File: src/design/cansi_map.vh
// Register offsets, field positions and reset values for the CAN slot status block
`ifndef CANSI_MAP_VH
`define CANSI_MAP_VH
`define CANSI_AW 5
`define CANSI_A_CTRL 5'h00
`define CANSI_A_STAT 5'h01
`define CANSI_A_SIST 5'h02
`define CANSI_A_SIMK 5'h03
`define CANSI_A_EIST 5'h04
`define CANSI_A_EIMK 5'h05
`define CANSI_A_PEND 5'h06
`define CANSI_A_PENE 5'h07
`define CANSI_A_ICR 5'h08
`define CANSI_A_SLOT 5'h10
`define CANSI_CTRL_HOLDA 0
`define CANSI_CTRL_HOLDB 1
`define CANSI_ST_HALTED 0
`define CANSI_ST_SENDING 1
`define CANSI_ST_RECEIVING 2
`define CANSI_ST_SENDOK 3
`define CANSI_ST_RECVOK 4
`define CANSI_ST_BUSFLT 5
`define CANSI_ST_LAST_LO 8
`define CANSI_ST_LAST_HI 11
`define CANSI_EI_BUSFLT 0
`define CANSI_EI_PASSIVE 1
`define CANSI_EI_BUSOFF 2
`define CANSI_SC_SENDREQ 0
`define CANSI_SC_RECVREQ 1
`define CANSI_SC_SENDING 2
`define CANSI_SC_SENT 3
`define CANSI_SC_STORING 4
`define CANSI_SC_FRESH 5
`define CANSI_CTRL_RST 2'h3
`endif

File: src/design/cansi_slot_status.v
// CAN slot status sequencing and interrupt request combining
//
// Strobed register access and the register offsets were decided locally.
`timescale 1ns/10ps
`include "cansi_map.vh"

// Function
// RL1: Both hold bits set: enter module reset, then set halted flag.
// RL2: Both hold bits cleared: clear halted flag; bus activity then allowed.
// RL3: Send request with idle bus sets slot sending flag and global sending flag.
// RL4: Send done sets sent flag, send success, slot irq status, last slot.
// RL5: Slot with receive request armed; accepts matching frame anytime after.
// RL6: Reception start sets global receiving flag.
// RL7: Reception done sets storing flag, fresh frame flag, receive success.
// RL8: After store, clear storing flag, set slot irq status, record last slot.
// RL9: Bus error sets bus fault flag and its irq status; error frame starts.
// RL10: Interrupt sources: slot send, slot receive, bus fault, passive, bus-off.
// RL11: Error irq status has one bit each for fault, passive, bus-off.
// RL12: Combined request is OR of status bits ANDed with masks.
// RL13: Rising edge of combined request sets all three shared pending bits.
// RL14: Enabled pending bit sets matching interrupt control request bit.
// RL15: Further sources while request high cause no new edge or changes.
// RL16: Status and pending bits cleared only by software writing zero.
// RL17: Software must clear pending and enabled status before new interrupts.
// RL18: End of send clears sending flags; end of reception clears receiving flag.
module cansi_slot_status (
    input wire ref_clk,
    input wire rst,
    input wire [4:0] regAddr,
    input wire [15:0] regWrData,
    input wire regWrite,
    input wire regRead,
    output reg [15:0] regRdData,
    input wire busIdle,
    input wire rxStart,
    input wire rxDone,
    input wire [3:0] rxSlot,
    input wire storeDone,
    input wire busErrorIn,
    input wire errPassiveIn,
    input wire busOffIn,
    output reg txStart,
    output reg [3:0] txSlot,
    input wire txDone,
    output reg errorFrameStart,
    output reg moduleHalted,
    output reg combinedIrq,
    output reg [2:0] requestPending
);
    // ****************************************
    // Input synchronisers (three stages, last two must agree)
    // ****************************************
    reg [6:0] s1;
    reg [6:0] s2;
    reg [6:0] s3;
    reg [6:0] inLvl;
    reg [6:0] inPrev;
    wire [6:0] rawIn = {busOffIn, errPassiveIn, busErrorIn, storeDone, rxDone, rxStart, txDone};
    wire [6:0] rise = inLvl & ~inPrev;
    wire evTxDone = rise[0];
    wire evRxStart = rise[1];
    wire evRxDone = rise[2];
    wire evStore = rise[3];
    wire evBusErr = rise[4];
    wire evPassive = rise[5];
    wire evBusOff = rise[6];
    reg idl1;
    reg idl2;
    reg idl3;
    reg idleLvl;
    reg [3:0] rs1;
    reg [3:0] rs2;
    reg [3:0] rs3;
    reg [3:0] rxSlotLvl;
    integer k;

    always @(posedge ref_clk or posedge rst) begin
        if (rst) begin
            s1 <= 7'h00;
            s2 <= 7'h00;
            s3 <= 7'h00;
            inLvl <= 7'h00;
            inPrev <= 7'h00;
            idl1 <= 1'b0;
            idl2 <= 1'b0;
            idl3 <= 1'b0;
            idleLvl <= 1'b0;
            rs1 <= 4'h0;
            rs2 <= 4'h0;
            rs3 <= 4'h0;
            rxSlotLvl <= 4'h0;
        end else begin
            s1 <= rawIn;
            s2 <= s1;
            s3 <= s2;
            for (k = 0; k < 7; k = k + 1) begin
                if (s2[k] == s3[k]) begin
                    inLvl[k] <= s3[k];
                end
            end
            inPrev <= inLvl;
            idl1 <= busIdle;
            idl2 <= idl1;
            idl3 <= idl2;
            if (idl2 == idl3) begin
                idleLvl <= idl3;
            end
            rs1 <= rxSlot;
            rs2 <= rs1;
            rs3 <= rs2;
            if (rs2 == rs3) begin
                rxSlotLvl <= rs3;
            end
        end
    end

    // ****************************************
    // Status state
    // ****************************************
    reg [1:0] hold;
    reg sending;
    reg receiving;
    reg sendOk;
    reg recvOk;
    reg busFault;
    reg [3:0] lastSlot;
    reg [15:0] sendReq;
    reg [15:0] recvReq;
    reg [15:0] slotSending;
    reg [15:0] slotSent;
    reg [15:0] slotStoring;
    reg [15:0] slotFresh;
    reg [15:0] slotIrq;
    reg [15:0] slotMask;
    reg [2:0] errIrq;
    reg [2:0] errMask;
    reg [2:0] pendEn;
    reg [3:0] storeSlot;
    reg [3:0] pick;
    reg found;
    integer j;

    wire [3:0] regSlot = regAddr[3:0];
    wire slotAcc = (regAddr[4] == 1'b1);
    wire wrCtrl = regWrite && regAddr == `CANSI_A_CTRL;
    wire wrSlot = regWrite && slotAcc;
    wire running = ~moduleHalted && ~hold[`CANSI_CTRL_HOLDA] && ~hold[`CANSI_CTRL_HOLDB];
    wire next_combined = |(slotIrq & slotMask) | |(errIrq & errMask);

    // Lowest numbered requesting slot wins arbitration
    always @* begin
        pick = 4'h0;
        found = 1'b0;
        for (j = 15; j >= 0; j = j - 1) begin
            if (sendReq[j]) begin
                pick = j[3:0];
                found = 1'b1;
            end
        end
    end

    always @(posedge ref_clk or posedge rst) begin
        if (rst) begin
            hold <= `CANSI_CTRL_RST;
            moduleHalted <= 1'b1;
            sending <= 1'b0;
            receiving <= 1'b0;
            sendOk <= 1'b0;
            recvOk <= 1'b0;
            busFault <= 1'b0;
            lastSlot <= 4'h0;
            sendReq <= 16'h0000;
            recvReq <= 16'h0000;
            slotSending <= 16'h0000;
            slotSent <= 16'h0000;
            slotStoring <= 16'h0000;
            slotFresh <= 16'h0000;
            slotIrq <= 16'h0000;
            slotMask <= 16'h0000;
            errIrq <= 3'h0;
            errMask <= 3'h0;
            pendEn <= 3'h0;
            storeSlot <= 4'h0;
            txStart <= 1'b0;
            txSlot <= 4'h0;
            errorFrameStart <= 1'b0;
            combinedIrq <= 1'b0;
            requestPending <= 3'h0;
        end else begin
            txStart <= 1'b0;
            errorFrameStart <= 1'b0;
            if (wrCtrl) begin
                hold <= regWrData[1:0];
            end
            // RL1 RL2 halted flag follows hold bits
            if (hold == 2'h3) begin
                moduleHalted <= 1'b1;
            end else if (hold == 2'h0) begin
                moduleHalted <= 1'b0;
            end
            // Software writes to slot control; sent and fresh flags clear on written zero
            if (wrSlot) begin
                sendReq[regSlot] <= regWrData[`CANSI_SC_SENDREQ];
                recvReq[regSlot] <= regWrData[`CANSI_SC_RECVREQ];
                slotSent[regSlot] <= slotSent[regSlot] & regWrData[`CANSI_SC_SENT];
                slotFresh[regSlot] <= slotFresh[regSlot] & regWrData[`CANSI_SC_FRESH];
            end
            if (regWrite && regAddr == `CANSI_A_STAT) begin
                sendOk <= sendOk & regWrData[`CANSI_ST_SENDOK];
                recvOk <= recvOk & regWrData[`CANSI_ST_RECVOK];
                busFault <= busFault & regWrData[`CANSI_ST_BUSFLT];
            end
            if (regWrite && regAddr == `CANSI_A_SIMK) begin
                slotMask <= regWrData;
            end
            if (regWrite && regAddr == `CANSI_A_EIMK) begin
                errMask <= regWrData[2:0];
            end
            if (regWrite && regAddr == `CANSI_A_PENE) begin
                pendEn <= regWrData[2:0];
            end
            // RL16 software-only clears; hardware sets below win
            if (regWrite && regAddr == `CANSI_A_SIST) begin
                slotIrq <= slotIrq & regWrData;
            end
            if (regWrite && regAddr == `CANSI_A_EIST) begin
                errIrq <= errIrq & regWrData[2:0];
            end
            if (regWrite && regAddr == `CANSI_A_PEND) begin
                requestPending <= requestPending & regWrData[2:0];
            end
            if (running) begin
                // RL3 start sending from idle bus
                if (!sending && !receiving && idleLvl && found) begin
                    sending <= 1'b1;
                    slotSending[pick] <= 1'b1;
                    sendReq[pick] <= 1'b0;
                    txSlot <= pick;
                    txStart <= 1'b1;
                end
                // RL4 RL18 send completion
                if (sending && evTxDone) begin
                    sending <= 1'b0;
                    slotSending[txSlot] <= 1'b0;
                    slotSent[txSlot] <= 1'b1;
                    sendOk <= 1'b1;
                    slotIrq[txSlot] <= 1'b1;
                    lastSlot <= txSlot;
                end
                // RL6 reception start
                if (evRxStart) begin
                    receiving <= 1'b1;
                end
                // RL5 RL7 RL18 accept into the received slot only when armed
                if (receiving && evRxDone) begin
                    receiving <= 1'b0;
                    if (recvReq[rxSlotLvl]) begin
                        slotStoring[rxSlotLvl] <= 1'b1;
                        slotFresh[rxSlotLvl] <= 1'b1;
                        recvOk <= 1'b1;
                        storeSlot <= rxSlotLvl;
                    end
                end
                // RL8 store finished
                if (evStore && slotStoring[storeSlot]) begin
                    slotStoring[storeSlot] <= 1'b0;
                    slotIrq[storeSlot] <= 1'b1;
                    lastSlot <= storeSlot;
                end
                // RL9 RL10 RL11 error events
                if (evBusErr) begin
                    busFault <= 1'b1;
                    errIrq[`CANSI_EI_BUSFLT] <= 1'b1;
                    errorFrameStart <= 1'b1;
                end
                if (evPassive) begin
                    errIrq[`CANSI_EI_PASSIVE] <= 1'b1;
                end
                if (evBusOff) begin
                    errIrq[`CANSI_EI_BUSOFF] <= 1'b1;
                end
            end
            // RL12 combined request
            combinedIrq <= next_combined;
            // RL13 RL15 RL17 only a rising edge sets pending bits
            if (next_combined && !combinedIrq) begin
                requestPending <= 3'h7;
            end
        end
    end

    // ****************************************
    // Interrupt control request bits
    // ****************************************
    reg [2:0] icReq;
    always @(posedge ref_clk or posedge rst) begin
        if (rst) begin
            icReq <= 3'h0;
        end else begin
            if (regWrite && regAddr == `CANSI_A_ICR) begin
                icReq <= icReq & regWrData[2:0];
            end
            // RL14 enabled pending bits raise control request
            if (next_combined && !combinedIrq) begin
                icReq <= icReq | pendEn;
            end
        end
    end

    // ****************************************
    // Register read port
    // ****************************************
    always @(posedge ref_clk or posedge rst) begin
        if (rst) begin
            regRdData <= 16'h0000;
        end else begin
            regRdData <= 16'h0000;
            if (regRead && slotAcc) begin
                regRdData[`CANSI_SC_SENDREQ] <= sendReq[regSlot];
                regRdData[`CANSI_SC_RECVREQ] <= recvReq[regSlot];
                regRdData[`CANSI_SC_SENDING] <= slotSending[regSlot];
                regRdData[`CANSI_SC_SENT] <= slotSent[regSlot];
                regRdData[`CANSI_SC_STORING] <= slotStoring[regSlot];
                regRdData[`CANSI_SC_FRESH] <= slotFresh[regSlot];
            end else if (regRead) begin
                case (regAddr)
                    `CANSI_A_CTRL: regRdData[1:0] <= hold;
                    `CANSI_A_STAT: regRdData <= {4'h0, lastSlot, 2'h0, busFault, recvOk,
                        sendOk, receiving, sending, moduleHalted};
                    `CANSI_A_SIST: regRdData <= slotIrq;
                    `CANSI_A_SIMK: regRdData <= slotMask;
                    `CANSI_A_EIST: regRdData[2:0] <= errIrq;
                    `CANSI_A_EIMK: regRdData[2:0] <= errMask;
                    `CANSI_A_PEND: regRdData[2:0] <= requestPending;
                    `CANSI_A_PENE: regRdData[2:0] <= pendEn;
                    `CANSI_A_ICR: regRdData[2:0] <= icReq;
                    default: regRdData <= 16'h0000;
                endcase
            end
        end
    end
endmodule
File: config.mk
export PLATFORM = sky130hd
export DESIGN_NAME = cansi_slot_status
export DESIGN_NICKNAME = d
export VERILOG_FILES = /design/src/design/cansi_slot_status.v
export VERILOG_INCLUDE_DIRS = /design/src /design/src/design
export SDC_FILE = /design/constraint.sdc
export NUM_CORES = 1
export LEC_CHECK = 0
export BUFFER_PORTS_ARGS = -buffer_cell sky130_fd_sc_hd__clkbuf_2
export CORE_ASPECT_RATIO = 0.75
export CORE_UTILIZATION = 60
export DETAILED_ROUTE_END_ITERATION = 7
export GPL_TIMING_DRIVEN = 0
export PLACE_DENSITY = 0.88
export SLEW_MARGIN = 10
export SYNTH_ARGS = -nofsm -noshare
export SYNTH_HDL_FRONTEND = slang
export SYNTH_SLANG_ARGS = --single-unit
File: constraint.sdc
create_clock -name ref_clk -period 9.4 [get_ports ref_clk]
set_input_delay 1.41 -clock ref_clk [delete_from_list [all_inputs] [get_ports ref_clk]]
set_output_delay 1.41 -clock ref_clk [all_outputs]
set_load 0.02 [all_outputs]
==> reports/metrics.cfg <==
[global_routing]
groute.usage.overall=0.359
grt_max_degree=98
antenna_found_initial=1
grt_first_pass_wirelength_um=48600
grt-ovfl-total=0
grt_pass1_vias=8397

[synth]
synth.largest_area_cell=dfrtp_1
syn_inst=925
synth.area.top_cells=dfrtp_1 54%, mux4_2 6.1%, mux2_2 4.8%, nand2_1 4.5%, a21oi_1 2.0%
synth_cell_types=66
synth_warnings=0
synth_top_area_share=0.544
syn_avg_cell_area_um2=11.6
ys_seq_area_frac=0.551
synth_nets=963
synthFlopType=dfrtp_1
ys_ff_latch=237
synthArstFlopShare=1.00
synth_edf_count=0
netlist_area_um2=10800

[worst_setup_path]
cp_max_fo=10
worstSetupEndpointType=flop
critPathMostFrequentCell=buf_2
slowest_stage=nor3_1
cp-start-kind=input port
crit_path_start=regAddr[1]
reg2reg_to=txSlot[0]$_DFFE_PP0P_
cp_cell_sequence=clkbuf_2, buf_6, buf_2, buf_2, nand2_1, nor3_1, mux2i_1, o21ai_0
reg2reg_slack_ns=6.40
max_stage_delay_ns=0.95
ff2ff_path_depth=4
worst_ep_required_time_ns=9.80
rr_startpoint=hold[1]$_DFFE_PP1P_
crit_end=slotFresh[11]$_DFF_PP0_
cp.arrival_ns=4.03
path_class=input port to flop

[route]
wl_per_cell_um=25.0
drt-total-wl_um=31900
dr.pass1.iters=6
vias_per_cell=6.77
drc=0
routed-via-count=8610
ant_nets=0
drtIter0Drc=1117

[placement]
io_buffers=62
gp_congestion=0.993
dp_hpwl_um=22700

[clocking]
cts_tree=built
clkSinkCount=237
htree_levels=1
cts_inserted_buffers=23
root_buffer=clkbuf_16
insertion_delay_ns=0.53
post-cts-setup-buffers=0
clock_tree.buffer_depth=3
path_clk_slew_ns=0.07
ctsHoldBuffers=0
cts_resized=0

[power_and_ir_drop]
p_per_area_nw_per_um2=274
leakagePower_uw=0.00543
finalPower_uw=3390
peakVddDrop_mv=0.209

[run_status]
status=finished clean

[timing]
fin_crit_ns=3.63
worst_slew_pin_slew_ns=1.20
rsz0062_at_grt=no
clock.fmax_ghz=0.275
timing.setup.tns_ns=0
setup_viol=0
hold_viol_final=0
slew-limit-headroom=0.197
fin_crit_sh=0.386
holdWs_ns=0.347
final.setup_skew_ns=0.0181
finalMaxSlewViolations=0

[final_layout]
post-route-util=0.702
area_growth_pct=14.7
finalNetCount=1052
final_common_cell=dfrtp_1
nFillCells=1228
layout-drive-gt1-share=0.215
mostFrequentLayoutCells=234 x dfrtp_1, 129 x nand2_1, 63 x clkbuf_2
diodes=0

[floorplanning]
die_x_um=157
die_area_um2=18500
core_um2=17600
initial_core_util=0.612
die_h_um=118
io_pins=64
core.rowCount=42

[min_path]
hold_path_class=flop to flop
min-delay-start=idl1$_DFF_PP0_

[flow_run]
cap_violations=0

cells in the mapped netlist, types with 4 or more instances:
master / count
a211o_1: 6
a211oi_1: 4
a21oi_1: 44
a221oi_1: 5
a222oi_1: 10
a22oi_1: 13
a31oi_1: 9
and2_1: 4
and3_1: 13
buf_2: 13
buf_6: 4
clkbuf_1: 23
dfrtp_1: 234
inv_1: 10
maj3_1: 8
mux2_2: 46
mux2i_1: 22
mux4_1: 6
mux4_2: 29
nand2_1: 129
nand2b_1: 10
nand3_1: 34
nand3b_1: 7
nor2_1: 55
nor2b_1: 10
nor3_1: 22
nor4_1: 4
o211ai_1: 25
o21a_1: 18
o21ai_0: 39
o22a_1: 8
or3_1: 7
xor2_1: 4
final cells by class:
cell class / instances / area, um2 / area share
repair buffers: 64 / 365 / 0.0296
multi-input cells: 632 / 4570 / 0.370
well taps: 242 / 303 / 0.0245
flip-flops and latches: 237 / 5930 / 0.480
plain buffers: 45 / 228 / 0.0184
clock buffers: 29 / 658 / 0.0533
clock inverters: 12 / 241 / 0.0196
inverters: 11 / 48.8 / 0.00395
worst max-delay path, delay by kind of cell:
| family | cells | cell delay, ns |
|---|---|---|
| buffers and inverters | 4 | 0.92 |
| and+or+nand+nor | 2 | 1.16 |
| muxes | 1 | 0.37 |
| AOI/OAI and AO/OA | 1 | 0.15 |
logic make-up after synthesis:
group	synth area share
simple gates	0.141
compound gates	0.127
flops	0.551
buf+inv	0.0250
xor+xnor	0.00325
mux	0.144
fa+ha+maj	0.00860
through the flow:
| stage | std cells | setup slack, ns | area [um2] |
|---|---|---|---|
| floorplan | 925 | 1.49 | 10800 |
| global placement | 1229 | -0.709 | 11400 |
| detailed placement | 1231 | 5.50 | 11500 |
| CTS | 1272 | 5.98 | 12400 |
| global route | 1272 | 5.74 | 12400 |
| finish | 1272 | 5.77 | 12400 |
state kept, by name (all words and copies together), names as in the netlist, 4 cells and up:
register     count
rs2              4
recvReq         16
slotIrq         16
rs1              4
s1               7
inLvl            7
rxSlotLvl        4
txSlot           4
inPrev           7
slotFresh       16
storeSlot        4
sendReq         16
regRdData       16
s3               7
slotStoring     16
rs3              4
lastSlot         4
s2               7
slotMask        16
slotSending     16
slotSent        16
metal layers:
metal | global-route usage | up-vias | wire length [um]
met5 | 0.0112 | - | 0
met4 | 0.132 | 0 | 1200
met3 | 0.124 | 108 | 4460
met2 | 0.506 | 650 | 13500
met1 | 0.515 | 4260 | 12700
li1 | - | 3592 | -
where the power goes:
group | total [uW] | internal [uW] | switching [uW]
clock | 1070 | 666 | 408
sequential | 1490 | 1260 | 230
combinational | 829 | 355 | 474
total | 3390 | 2280 | 1110
how the worst min path moves through the flow:
| stage | slack [ns] | to | cells after the start |
|---|---|---|---|
| 3_5_place_dp | 0.34 | s2[5]$_DFF_PP0_ | 0 |
| 5_1_grt | 0.35 | s2[5]$_DFF_PP0_ | 0 |
| 6_report | 0.35 | idl2$_DFF_PP0_ | 0 |
| 2_1_floorplan | 0.33 | idl2$_DFF_PP0_ | 0 |
| 4_1_cts | 0.35 | s2[5]$_DFF_PP0_ | 0 |
| 3_3_place_gp | 0.33 | s2[5]$_DFF_PP0_ | 0 |
Power figures use the tool's default switching activity.
